===== config.mk =====
export PLATFORM = sky130hd
export DESIGN_NAME = nested_interrupt_latch_enable_unit
export DESIGN_NICKNAME = d
export VERILOG_FILES = /design/src/rtl/irq_latch_pkg.sv /design/src/rtl/nested_interrupt_latch_enable_unit.sv
export SDC_FILE = /design/constraint.sdc
export NUM_CORES = 1
export LEC_CHECK = 0
export ABC_AREA = 1
export BUFFER_PORTS_ARGS = -buffer_cell sky130_fd_sc_hd__buf_4
export CAP_MARGIN = 5
export CORE_ASPECT_RATIO = 0.7
export CORE_MARGIN = 4
export CORE_UTILIZATION = 59
export DETAILED_ROUTE_END_ITERATION = 6
export GPL_ROUTABILITY_DRIVEN = 0
export PLACE_DENSITY = 0.94
export RECOVER_POWER = 25
export SETUP_SLACK_MARGIN = 0.15
export SLEW_MARGIN = 20
export SYNTH_ARGS = -nofsm -noshare
export SYNTH_HDL_FRONTEND = slang
export SYNTH_SLANG_ARGS = --single-unit

===== constraint.sdc =====
create_clock -name ref_clk_i -period 4.9 [get_ports ref_clk_i]
set_clock_uncertainty 0.1 [all_clocks]
set_input_delay 0.245 -clock ref_clk_i [delete_from_list [all_inputs] [get_ports ref_clk_i]]
set_output_delay 0.245 -clock ref_clk_i [all_outputs]
set_load 0.05 [all_outputs]

===== src/rtl/irq_latch_pkg.sv =====
/*
  Constants for the interrupt latch and enable unit: register offsets,
  field positions, reset values and sequencing counts.
  Assumes an APB slave with 32-bit data, one byte register per word.
*/
package irq_latch_pkg;

  // Register indices as printed; byte address is four times the index
  localparam logic [7:0] IDX_ENABLE_BYTE_E      = 8'h2a;
  localparam logic [7:0] IDX_LATCH_BYTE_C       = 8'h2b;
  localparam logic [7:0] IDX_ENABLE_BYTE_C      = 8'h2c;
  localparam logic [7:0] IDX_ENABLE_BYTE_D      = 8'h2d;
  localparam logic [7:0] IDX_LATCH_BYTE_E       = 8'h2e;
  localparam logic [7:0] IDX_LATCH_BYTE_D       = 8'h2f;
  localparam logic [7:0] IDX_ENABLE_LOW_MASTER  = 8'h3a;
  localparam logic [7:0] IDX_ENABLE_HIGH_BYTE   = 8'h3b;
  localparam logic [7:0] IDX_LATCH_LOW_BYTE     = 8'h3c;
  localparam logic [7:0] IDX_LATCH_HIGH_NESTING = 8'h3d;
  // Status register of own choosing: software-request flag, selected source
  localparam logic [7:0] IDX_SERVICE_STATUS     = 8'h3e;

  // Source numbering
  localparam int NUM_SRC       = 40;
  localparam int SRC_WATCHDOG  = 2;
  localparam int FIRST_MASKABLE = 3;

  // Field positions
  localparam int MASTER_ENABLE_BIT = 0;
  localparam int NESTING_LSB       = 6; // nesting field in latch_high_nesting bits 7:6

  // Nesting field write codes
  localparam logic [1:0] NEST_WR_CLEAR = 2'b01;
  localparam logic [1:0] NEST_WR_DEC   = 2'b10;

  // Reset values
  localparam logic [39:0] PENDING_RESET = 40'h00_0000_0000;
  localparam logic [39:0] ENABLE_RESET  = 40'h00_0000_0000;
  localparam logic [3:0]  NEST_RESET    = 4'h0;

  // Acceptance sequence length in machine cycles
  localparam int ACCEPT_MACHINE_CYCLES = 12;

endpackage : irq_latch_pkg


===== src/rtl/nested_interrupt_latch_enable_unit.sv =====
/*
  Interrupt request latching, enabling, priority selection and nesting
  depth tracking, with an APB register window.
  Assumes: ref_clk_i at 125 MHz; request lines and sequencer strobes are
  synchronous one-cycle pulses; mach_cycle_en_i marks machine cycles.
*/
// Chosen here: the APB register port.
`timescale 1ns/1ps
`default_nettype none

module nested_interrupt_latch_enable_unit
  import irq_latch_pkg::*;
#(
  parameter int NEST_W = 4
) (
  input  wire logic                       ref_clk_i,
  input  wire logic                       rst_n_i,
  // APB slave
  input  wire logic                       psel_i,
  input  wire logic                       penable_i,
  input  wire logic                       pwrite_i,
  input  wire logic [11:0]                paddr_i,
  input  wire logic [31:0]                pwdata_i,
  input  wire logic [3:0]                 pstrb_i,
  output logic      [31:0]                prdata_o,
  output logic                            pready_o,
  output logic                            pslverr_o,
  // Request sources and sequencer
  input  wire logic [irq_latch_pkg::NUM_SRC-1:0] src_request_i,
  input  wire logic                       software_request_i,
  input  wire logic                       instr_end_i,
  input  wire logic                       mach_cycle_en_i,
  input  wire logic                       unmask_all_instr_i,
  input  wire logic                       mask_all_instr_i,
  input  wire logic                       maskable_return_i,
  input  wire logic                       nonmaskable_return_i,
  output logic                            irq_request_o,
  output logic                            accept_busy_o,
  output logic                            accept_done_o,
  output logic      [5:0]                 accept_src_o,
  output logic                            saved_master_o
);

  typedef enum logic [0:0] {ST_IDLE, ST_ACCEPT} accept_state_e;

  logic [NUM_SRC-1:0] pending_latch_reg;
  logic [NUM_SRC-1:0] source_enable_reg;
  logic               master_enable_reg;
  logic [NEST_W-1:0]  nesting_reg;
  logic               nm_saved_reg;
  accept_state_e      state_reg;
  logic [3:0]         mcycle_reg;
  logic [5:0]         sel_src_reg;
  logic               sel_sw_reg;

  logic [NUM_SRC-1:0] eligible;
  logic               sel_valid;
  logic [5:0]         sel_src;
  logic [NUM_SRC-1:0] wr_clear;
  logic               apb_wr;
  logic               apb_rd;
  logic [7:0]         reg_idx;
  logic               addr_hit;
  logic [7:0]         wbyte;
  logic               start_accept;
  logic               accept_fire;
  logic [1:0]         nest_field;

  // Simple zero-wait slave; write lane 0 carries the byte
  assign apb_wr   = psel_i && penable_i && pwrite_i;
  assign apb_rd   = psel_i && penable_i && !pwrite_i;
  assign reg_idx  = paddr_i[9:2];
  assign wbyte    = pstrb_i[0] ? pwdata_i[7:0] : 8'hff;
  assign pready_o = 1'b1;

  // Mapped offsets
  always_comb begin
    case (reg_idx)
      IDX_ENABLE_BYTE_E, IDX_LATCH_BYTE_C, IDX_ENABLE_BYTE_C, IDX_ENABLE_BYTE_D,
      IDX_LATCH_BYTE_E, IDX_LATCH_BYTE_D, IDX_ENABLE_LOW_MASTER,
      IDX_ENABLE_HIGH_BYTE, IDX_LATCH_LOW_BYTE, IDX_LATCH_HIGH_NESTING,
      IDX_SERVICE_STATUS: addr_hit = (paddr_i[1:0] == 2'b00) && (paddr_i[11:10] == 2'b00);
      default: addr_hit = 1'b0;
    endcase
  end
  assign pslverr_o = psel_i && penable_i && !addr_hit;

  // Nesting depth as the two-bit field
  always_comb begin
    if (nesting_reg == '0) begin
      nest_field = 2'b00;
    end else if (nesting_reg == NEST_W'(1)) begin
      nest_field = 2'b01;
    end else if (nesting_reg == NEST_W'(2)) begin
      nest_field = 2'b10;
    end else begin
      nest_field = 2'b11;
    end
  end

  // Write-zero clears per latch byte; bit 1 of the low byte is unused
  always_comb begin
    wr_clear = '0;
    if (apb_wr) begin
      case (reg_idx)
        IDX_LATCH_LOW_BYTE: begin
          wr_clear[7:0] = ~wbyte;
        end
        IDX_LATCH_HIGH_NESTING: begin
          wr_clear[13:8] = ~wbyte[5:0];
        end
        IDX_LATCH_BYTE_E: begin
          wr_clear[23:16] = ~wbyte;
        end
        IDX_LATCH_BYTE_D: begin
          wr_clear[31:24] = ~wbyte;
        end
        IDX_LATCH_BYTE_C: begin
          wr_clear[39:32] = ~wbyte;
        end
        default: begin
          wr_clear = '0;
        end
      endcase
    end
    wr_clear[SRC_WATCHDOG] = 1'b0; // Watchdog never cleared by a write
  end

  // Eligibility: pseudo non-maskable bypass, maskable gated
  genvar g;
  generate
    for (g = 0; g < NUM_SRC; g++) begin : g_elig
      if (g == SRC_WATCHDOG) begin : g_nm
        assign eligible[g] = pending_latch_reg[g];
      end else if (g < FIRST_MASKABLE) begin : g_none
        assign eligible[g] = 1'b0;
      end else begin : g_mask
        assign eligible[g] = pending_latch_reg[g] && source_enable_reg[g]
                             && master_enable_reg;
      end
    end
  endgenerate

  // Lowest number wins; software request outranks all latched sources
  always_comb begin
    sel_valid = 1'b0;
    sel_src   = '0;
    for (int i = NUM_SRC - 1; i >= 0; i--) begin
      if (eligible[i]) begin
        sel_valid = 1'b1;
        sel_src   = 6'(i);
      end
    end
  end

  assign irq_request_o = sel_valid || software_request_i;
  // Requests sampled on the final cycle of an instruction
  assign start_accept  = (state_reg == ST_IDLE) && instr_end_i
                         && (sel_valid || software_request_i);
  assign accept_fire   = (state_reg == ST_ACCEPT) && mach_cycle_en_i
                         && (mcycle_reg == 4'(ACCEPT_MACHINE_CYCLES - 1));

  // Acceptance sequencer; source is frozen at its start
  always_ff @(posedge ref_clk_i or negedge rst_n_i) begin
    if (!rst_n_i) begin
      state_reg   <= ST_IDLE;
      mcycle_reg  <= '0;
      sel_src_reg <= '0;
      sel_sw_reg  <= 1'b0;
    end else begin
      case (state_reg)
        ST_IDLE: begin
          mcycle_reg <= '0;
          if (start_accept) begin
            state_reg   <= ST_ACCEPT;
            sel_sw_reg  <= software_request_i;
            sel_src_reg <= software_request_i ? 6'd1 : sel_src;
          end
        end
        ST_ACCEPT: begin
          if (mach_cycle_en_i) begin
            mcycle_reg <= mcycle_reg + 4'd1;
            if (accept_fire) begin
              state_reg <= ST_IDLE;
            end
          end
        end
        default: begin
          state_reg <= ST_IDLE;
        end
      endcase
    end
  end

  // Latches: hardware set wins over any clear in the same cycle
  always_ff @(posedge ref_clk_i or negedge rst_n_i) begin
    if (!rst_n_i) begin
      pending_latch_reg <= PENDING_RESET;
    end else begin
      for (int i = 0; i < NUM_SRC; i++) begin
        if (src_request_i[i] && i >= SRC_WATCHDOG) begin
          pending_latch_reg[i] <= 1'b1;
        end else if (start_accept && !software_request_i && sel_src == 6'(i)) begin
          pending_latch_reg[i] <= 1'b0;
        end else if (wr_clear[i]) begin
          pending_latch_reg[i] <= 1'b0;
        end // Otherwise held
      end
    end
  end

  // Enable bits, writable any way software likes
  always_ff @(posedge ref_clk_i or negedge rst_n_i) begin
    if (!rst_n_i) begin
      source_enable_reg <= ENABLE_RESET;
    end else if (apb_wr) begin
      case (reg_idx)
        IDX_ENABLE_LOW_MASTER: source_enable_reg[7:3]   <= wbyte[7:3];
        IDX_ENABLE_HIGH_BYTE:  source_enable_reg[15:8]  <= wbyte;
        IDX_ENABLE_BYTE_E:     source_enable_reg[23:16] <= wbyte;
        IDX_ENABLE_BYTE_D:     source_enable_reg[31:24] <= wbyte;
        IDX_ENABLE_BYTE_C:     source_enable_reg[39:32] <= wbyte;
        default:               source_enable_reg        <= source_enable_reg;
      endcase
    end
  end

  // Master enable: acceptance beats returns, instructions, writes
  always_ff @(posedge ref_clk_i or negedge rst_n_i) begin
    if (!rst_n_i) begin
      master_enable_reg <= 1'b0;
      nm_saved_reg      <= 1'b0;
    end else if (start_accept) begin
      nm_saved_reg      <= master_enable_reg; // Saved before clearing
      master_enable_reg <= 1'b0;
    end else if (maskable_return_i) begin
      master_enable_reg <= 1'b1;
    end else if (nonmaskable_return_i) begin
      master_enable_reg <= nm_saved_reg; // Restores the value saved at acceptance
    end else if (unmask_all_instr_i) begin
      master_enable_reg <= 1'b1;
    end else if (mask_all_instr_i) begin
      master_enable_reg <= 1'b0;
    end else if (apb_wr && reg_idx == IDX_ENABLE_LOW_MASTER) begin
      master_enable_reg <= wbyte[MASTER_ENABLE_BIT];
    end
  end

  // Saved flag travels to the stacked status word
  always_ff @(posedge ref_clk_i or negedge rst_n_i) begin
    if (!rst_n_i) begin
      saved_master_o <= 1'b0;
      accept_src_o   <= '0;
    end else if (start_accept) begin
      saved_master_o <= master_enable_reg;
      accept_src_o   <= software_request_i ? 6'd1 : sel_src;
    end
  end

  assign accept_busy_o = (state_reg == ST_ACCEPT);
  assign accept_done_o = accept_fire;

  // Nesting counter wraps silently on underflow
  always_ff @(posedge ref_clk_i or negedge rst_n_i) begin
    if (!rst_n_i) begin
      nesting_reg <= NEST_RESET[NEST_W-1:0];
    end else if (start_accept) begin
      nesting_reg <= nesting_reg + NEST_W'(1);
    end else if (maskable_return_i || nonmaskable_return_i) begin
      nesting_reg <= nesting_reg - NEST_W'(1);
    end else if (apb_wr && reg_idx == IDX_LATCH_HIGH_NESTING) begin
      case (wbyte[NESTING_LSB +: 2])
        NEST_WR_CLEAR: nesting_reg <= '0;
        NEST_WR_DEC:   nesting_reg <= nesting_reg - NEST_W'(1);
        default:       nesting_reg <= nesting_reg;
      endcase
    end
  end

  // Read data registered on the access phase
  always_ff @(posedge ref_clk_i or negedge rst_n_i) begin
    if (!rst_n_i) begin
      prdata_o <= '0;
    end else if (apb_rd) begin
      case (reg_idx)
        IDX_LATCH_LOW_BYTE:     prdata_o <= {24'h0, pending_latch_reg[7:0]};
        IDX_LATCH_HIGH_NESTING: prdata_o <= {24'h0, nest_field,
                                             pending_latch_reg[13:8]};
        IDX_LATCH_BYTE_E:       prdata_o <= {24'h0, pending_latch_reg[23:16]};
        IDX_LATCH_BYTE_D:       prdata_o <= {24'h0, pending_latch_reg[31:24]};
        IDX_LATCH_BYTE_C:       prdata_o <= {24'h0, pending_latch_reg[39:32]};
        IDX_ENABLE_LOW_MASTER:  prdata_o <= {24'h0, source_enable_reg[7:3], 2'b00,
                                             master_enable_reg};
        IDX_ENABLE_HIGH_BYTE:   prdata_o <= {24'h0, source_enable_reg[15:8]};
        IDX_ENABLE_BYTE_E:      prdata_o <= {24'h0, source_enable_reg[23:16]};
        IDX_ENABLE_BYTE_D:      prdata_o <= {24'h0, source_enable_reg[31:24]};
        IDX_ENABLE_BYTE_C:      prdata_o <= {24'h0, source_enable_reg[39:32]};
        IDX_SERVICE_STATUS:     prdata_o <= {16'h0, 2'b00, sel_src_reg, 7'h0,
                                             sel_sw_reg};
        default:                prdata_o <= '0;
      endcase
    end
  end

endmodule : nested_interrupt_latch_enable_unit

`default_nettype wire


Word-level counts from Yosys, hierarchy flattened --
Cells that the tools add are included.
Word-level totals: output and inout bits 44, flip-flop bits (word level) 133, word-level logic and storage cells 524, input bits 100
Operators by class: reduce and logical (&&, ||, !) cells 186, mux-type cells 222, bitwise operators 3, equality and inequality tests 56, $add $sub $neg 3
Operators by type and width (number):
- $mux 6 | 40
- $mux 1 | 166
- $pmux 14 s11 | 1
- $logic_and 1x1->1 | 126
- $reduce_bool 3->1 | 38
- $eq 6x5->1 const B | 16
- $eq 8x6->1 const B | 11
- $eq 6x4->1 const B | 8
- $eq 6x6->1 const B | 8
- $mux 40 | 1
- $mux 8 | 5
- $eq 6x3->1 const B | 4
- $mux 4 | 4
- $pmux 4 s2 | 2
- $reduce_and 2->1 | 7
- $eq 6x2->1 const B | 2
- $reduce_or 11->1 | 1
- $add 4x1->4 const B | 2
- $not 8->8 | 1
- $eq 6x1->1 const B | 1
- $logic_not 6->1 | 1
- $not 6->6 | 1
- $reduce_bool 2->1 | 3
- $reduce_bool 6->1 | 1
- 15 further kinds | 20

Depth between registers and ports, before layout --
Gate-level depths: netlist of the first run.
depth in word-level cells 46, gate-level depth with buffers 42, mapped depth without buffers 42

Worst setup path after synthesis of the first run --
Ideal clock, no wire load.
path kind reg2reg, from register master_enable_reg, to register pending_latch_reg[19], cell stages (with the launch flop) 17, setup time 0.121 ns, buffers on the path 3, arrival 2.901 ns, setup slack 1.778 ns, cells stage by stage dfrtp_1 -> buf_4 -> buf_4 -> buf_4 -> nand3_1 -> nand2_1 -> nor2_1 -> nand2_1 -> nor2_1 -> nand3_1 -> nand2_1 -> nor2_2 -> inv_2 -> nor2_1 -> inv_2 -> o21bai_1 -> nand2_1
Between the ends: word-level cells in the longest chain between the ends 45
Ends and longest elaborated chain:
- from (decl) | line nested_interrupt_latch_enable_unit.sv:48 | logic master_enable_reg;
- from (signal assigned) | line nested_interrupt_latch_enable_unit.sv:239 | master_enable_reg <= nm_saved_reg;
- from (signal assigned) | line nested_interrupt_latch_enable_unit.sv:245 | master_enable_reg <= wbyte[MASTER_ENABLE_BIT];
- $logic_and 1x1->1 | line nested_interrupt_latch_enable_unit.sv:139 | && master_enable_reg;
- $mux 1 (36 in a row) | line nested_interrupt_latch_enable_unit.sv:149 | if (eligible[i]) begin
- $mux 1 (*) (2 in a row) | line nested_interrupt_latch_enable_unit.sv:149
- $logic_or 1x1->1 (*)
- net irq_request_o | line nested_interrupt_latch_enable_unit.sv:37 | output logic irq_request_o,
- $logic_and 1x1->1 (*) | line nested_interrupt_latch_enable_unit.sv:159 | && (sel_valid || software_request_i);
- $logic_and 1x1->1 (*) (2 in a row) | line nested_interrupt_latch_enable_unit.sv:203 | end else if (start_accept && !software_request_i && sel_src == 6'(i)) begin
- $mux 1 | line nested_interrupt_latch_enable_unit.sv:203
- $mux 1 | line nested_interrupt_latch_enable_unit.sv:201 | if (src_request_i[i] && i >= SRC_WATCHDOG) begin
- to (signal, indexed assignment) | line nested_interrupt_latch_enable_unit.sv:202 | pending_latch_reg[i] <= 1'b1;
- to (signal, indexed assignment) | line nested_interrupt_latch_enable_unit.sv:204 | pending_latch_reg[i] <= 1'b0;
- to (signal, indexed assignment) | line nested_interrupt_latch_enable_unit.sv:206 | pending_latch_reg[i] <= 1'b0;
- to (decl) | line nested_interrupt_latch_enable_unit.sv:46 | logic [NUM_SRC-1:0] pending_latch_reg;
The timed path passes the listed nets; every way through them passes the cells marked *. A chain may end at the register's enable or synchronous reset.

Worst setup path after layout of the first run --
from register master_enable_reg, to register pending_latch_reg[19]
Between the ends: word-level cells in the longest chain between the ends 45
Ends and longest elaborated chain (line):
- parallel branches: the longest is 42 deep, another holds $mux 6
- $logic_and 1x1->1 (*) | nested_interrupt_latch_enable_unit.sv:203
- $mux 1 | nested_interrupt_latch_enable_unit.sv:203
- $mux 1 | nested_interrupt_latch_enable_unit.sv:201
Mark *: on every way between the ends.

==> impl_metrics.toml, run 1 <==
[global_routing]
antenna_found_initial = 0
grt_start_max_net_pins = 59
grt_pass1_wl_um = 33900
grt_pass1_vias = 6704
grt_overflow = 0
gr-usage-all-layers_pct = 34.8

[routing]
postRouteAntennaNets = 0
drc = 5
num_vias = 6936
routedWlPerCell_um = 19.5
initialDrtViolationCount = 1046
firstDrtPassIters = 7
routed_wl_um = 22000
via_per_inst = 6.17

[pwr]
power_uw = 3100
p_per_area_nw_per_um2 = 376
power.leakage_uw = 0.00399
max-vdd-ir-drop_v = 0.000285

[cts]
cts_buffers = 17
cts.clk_slew.worst_paths_ns = 0.05
clk_path_buf_depth = 2
root_buffer = "clkbuf_16"
clock_sinks = 113
postCtsSetupBuffers = 0
clkLatencyLatePin_ns = 0.41
cts_max_level = 4
tritoncts = "done"

[sta]
post-route-min-period_ns = 4.12
setup_viol = 0
drv_slew = 59
max_freq_ghz = 0.243
max_slew_margin_pct = -110
period_share_pct = 84.0
fin_hold_ws_ns = 0.0377
hold_viol = 0
finalSetupTns_ns = 0
tightest_slew_ns = 3.15
finalWorstSetupSlack_ns = 0.782
rsz0062_at_grt = "false"

[critical_path]
crit_top_cell = "nand2_1"
critPathKind = "reg -> reg"
cpPeakStageDelay_ns = 0.79
critPathRequiredTime_ns = 5.09
worst-path-buf-inv = 0
crit_family = "simple AND/OR/NAND/NOR gates"
critPathMaxFanout = 20
worstSetupStartpointType = "flop"
arrival_ns = 4.31
worst_path_max_delay_cell = "dfrtp_1"
cp-end-kind = "flop"

[finish]
most-common-layout-cells = "nand2_1 (193), dfrtp_1 (113), buf_4 (102), inv_1 (98), o21ai_0 (79)"
layout_commonest_cell = "nand2_1"
drive_above_1_share_pct = 16.0
area_growth_pct = 28.1
largest_register_ffs = 38
nNetsFinal = 1072
utilization_pct = 78.5
antenna_cells = 0

[floorplanning]
die_area_um2 = 12700
start_util_pct = 61.3
ios = 144
core_area_um2 = 10500
die_x_um = 133
die_h_um = 95.4
fp-row-count = 31

[place]
post-place-ws_ns = 1.17
place_hpwl_um = 15000
portBuffers = 95

[yosys]
ys_seq_area_share_pct = 43.9
synth_warnings = 0
ys_dominant_reg_cell = "dfrtp_1"
syn_area_um2 = 6440
ys_ff_latch = 113
synthCells = 824
synth_async_sr_flop_share_pct = 100
synth_edf_count = 0
synthDistinctLibCells = 42
syn_avg_cell_area_um2 = 7.82

[outcome]
failed_checks = "design-rule violations, max-capacitance violations, max-slew violations"
status = "complete, but fails checks"

[job]
maxCapViolations = 1

[min_path]
hold_class = "in -> reg"
per-stage QoR:
step / cell area, um^2 / std cells
after floorplan: 6510 / 841
after global placement: 7250 / 1056
after detailed placement: 7250 / 1056
after CTS: 8260 / 1125
after global routing: 8260 / 1125
final: 8260 / 1125
kinds of logic after synthesis:
group                    share of synthesized area (%)
AND/OR/NAND/NOR                                   26.1
buffers and inverters                             9.55
multiplexers                                      1.40
AO/OA/AOI/OAI                                     17.6
flip-flops                                        43.9
XOR/XNOR                                         0.272
adder cells (fa/ha/maj)                           1.16
other                                            0.117
layout make-up:
type	instances	area [um^2]
clock buffers	19	453
clock inverters	11	163
fillers	686	2260
inverters	104	390
multi-input cells	587	3070
flip-flops and latches	113	2830
well taps	148	185
repair buffers	143	1160
layer usage:
metal / global-route usage, % / wire length (um)
met1: 44.0 / 8360
met2: 54.4 / 9670
met3: 12.3 / 3030
met4: 15.8 / 885
met5: 0 / 31
worst min-delay path: stages:
cell     delay, ns
buf_4         0.12
nand3_1       0.08
nand2_1       0.07
cell usage after synthesis (2+ instances only):
library cell	instances	share of area (%)
o31ai_1	2	0.23
nand3_2	2	0.31
buf_4	23	2.7
nand2_1	193	11
a31o_1	9	1.2
o21a_1	12	1.4
nor4_1	3	0.29
inv_2	3	0.17
nor2_1	76	4.4
nand3_1	53	4.1
nand4_1	31	3.0
clkbuf_1	14	0.82
a22o_1	3	0.41
o21ai_0	79	6.1
o211ai_1	5	0.58
a32o_1	6	0.93
a21oi_1	14	1.1
o21ai_1	3	0.23
nand4_2	2	0.39
conb_1	2	0.12
dfrtp_1	113	44
inv_1	98	5.7
clkinv_1	3	0.17
xor2_1	2	0.27
nor3_1	5	0.39
a221oi_1	14	1.9
o21bai_1	22	2.6
mux2_2	8	1.4
a31oi_1	4	0.39
ha_1	6	1.2
nand2_8	3	0.93
power by group:
part | switching [uW] | internal, uW | leakage [uW]
Combinational | 458 | 237 | 0.00240
Clock | 429 | 866 | 0.000296
Sequential | 86.4 | 1030 | 0.00130
Total | 974 | 2130 | 0.00399
path summary, 6_finish.rpt:
check / startpoint / endpoint / slack (ns) / depth (start not counted)
setup / recovery: master_enable_reg / pending_latch_reg[19] / 0.78 / 39
hold / removal: mach_cycle_en_i / mcycle_reg[1] / 0.04 / 3
setup reg to reg: master_enable_reg / pending_latch_reg[19] / 0.78 / 39
hold reg to reg: accept_src_o[0] / accept_src_o[0] / 0.39 / 2
max in group asynchronous: rst_n_i / source_enable_reg[21] / 1.39 / 3
min in group asynchronous: rst_n_i / sel_src_reg[1] / 1.32 / 2
timing repair:
action | in CTS | in global routing
hold endpoints to repair | 95 | 0
gates resized for setup | 0 | 0
hold buffers | 39 | 0
Power figures use the tool's default switching activity.
==> run 2: changes to the inputs <==
Settings changed: CORE_UTILIZATION 59 to 50, PLACE_DENSITY 0.94 to 0.86.
Clock period 4.9 ns to 3.7 ns, I/O delays scaled along.
==> impl_metrics.toml, run 2 (synthesis gave the netlist of run 1 again) <==
[sta]
max_freq_ghz = 0.292
post-route-min-period_ns = 3.43
fin_hold_ws_ns = -0.00654
setup_viol = 0
period_share_pct = 92.7
hold_viol = 1
tightest_slew_ns = 1.53
max_slew_margin_pct = -1.80
drv_slew = 63
rsz0062_at_grt = "true"
finalWorstSetupSlack_ns = 0.272

[cts]
cts_max_level = 4
cts_buffers = 17
clock_sinks = 113
root_buffer = "clkbuf_16"
cts.clk_slew.worst_paths_ns = 0.05
clk_path_buf_depth = 2
clkLatencyLatePin_ns = 0.42
tritoncts = "done"

[outcome]
status = "complete, but fails checks"
failed_checks = "negative hold slack, max-capacitance violations, max-slew violations"

[critical_path]
critPathRequiredTime_ns = 3.91
worst_path_max_delay_cell = "dfrtp_2"
worstSetupStartpointType = "flop"
arrival_ns = 3.63
cpPeakStageDelay_ns = 0.46
crit_top_cell = "nand2_1"
cp-end-kind = "flop"
critPathKind = "reg -> reg"
critPathMaxFanout = 9

[finish]
register_area_um2 = 2830
drive_above_1_share_pct = 17.6
utilization_pct = 67.5
antenna_cells = 0
multiInputGateArea_um2 = 3080
fill_cells = 1004
largest_register_ffs = 38
nNetsFinal = 1093
most-common-layout-cells = "nand2_1 (192), buf_4 (116), dfrtp_1 (112), inv_1 (98), o21ai_0 (79)"
layout_commonest_cell = "nand2_1"
area_growth_pct = 30.9

[floorplanning]
fp-row-count = 34
ios = 144
die_h_um = 103
die_area_um2 = 14800
start_util_pct = 51.5
die_x_um = 144
core_area_um2 = 12500

[routing]
postRouteAntennaNets = 0
initialDrtViolationCount = 1004
drc = 0
routedWlPerCell_um = 19.3
routed_wl_um = 22500
num_vias = 6888
via_per_inst = 5.93
firstDrtPassIters = 6

[global_routing]
grt_pass1_vias = 6598
antenna_found_initial = 0
grt_start_max_net_pins = 63
grt_pass1_wl_um = 34200
grt_overflow = 0
gr-usage-all-layers_pct = 30.5

[pwr]
max-vdd-ir-drop_v = 0.000374
power.leakage_uw = 0.00409
p_per_area_nw_per_um2 = 481

[job]
maxCapViolations = 1

[place]
place_hpwl_um = 15800
post-place-ws_ns = 0.281
portBuffers = 95

[min_path]
hold_class = "in -> reg"
==> run 2: metrics by stage <==
step           std cells  power (uW)  TNS (ns)  area, um^2
3_3_place_gp        1080        2320         0        7340
2_1_floorplan        841        2080         0        6510
4_1_cts             1155        3970         0        8350
3_5_place_dp        1080        2350         0        7340
6_report            1162        4060         0        8440
5_1_grt             1162        4210    -0.147        8440
==> run 2: final cells by class <==
class                      instances  share of cell area [%]
multi-input combinational        587                    36.5
clock buffer                      21                    5.46
inverter                         104                    4.63
sequential                       113                    33.5
timing repair buffer             164                    16.1
tap                              162                    2.40
clock inverter                    11                    1.33
==> run 2: worst max-delay path, delay by kind of cell (launching register included) <==
family,cells,cell delay [ns]
compound gates,1,0.24
flops,1,0.46
buf+inv,1,0.20
simple gates,36,2.31
==> run 2: what timing repair did <==
action / in CTS / in global routing
resized for setup: 0 / 7
hold endpoints to repair: 106 / 0
hold buffers: 43 / 0
endpoints found under the setup margin: 0 / 39
buffers inserted: 0 / 6
==> run 2: power breakdown <==
| group | switching, uW | total [uW] | leakage [uW] | internal [uW] |
|---|---|---|---|---|
| sequential | 99.8 | 1460 | 0.00130 | 1360 |
| clock | 587 | 1600 | 0.000278 | 1020 |
| combinational | 628 | 995 | 0.00251 | 367 |
==> run 2: worst paths after layout <==
path | slack, ns | start | depth (start not counted) | endpoint
min in group asynchronous | 0.57 | rst_n_i | 2 | prdata_o[8]
max in group asynchronous | 1.75 | rst_n_i | 3 | prdata_o[7]
setup reg to reg | 0.27 | master_enable_reg | 38 | pending_latch_reg[11]
hold / removal | -0.007 | pwdata_i[2] | 3 | source_enable_reg[26]
hold reg to reg | 0.38 | accept_src_o[3] | 2 | accept_src_o[3]
setup / recovery | 0.27 | master_enable_reg | 38 | pending_latch_reg[11]
==> run 2: per-layer routing <==
metal | track usage [%] | up-vias | wire length, um
met5 | 0 | - | 0
met4 | 11.1 | 0 | 652
met3 | 10.8 | 88 | 3380
met2 | 46.3 | 561 | 9760
met1 | 40.6 | 3163 | 8690
li1 | - | 3076 | -
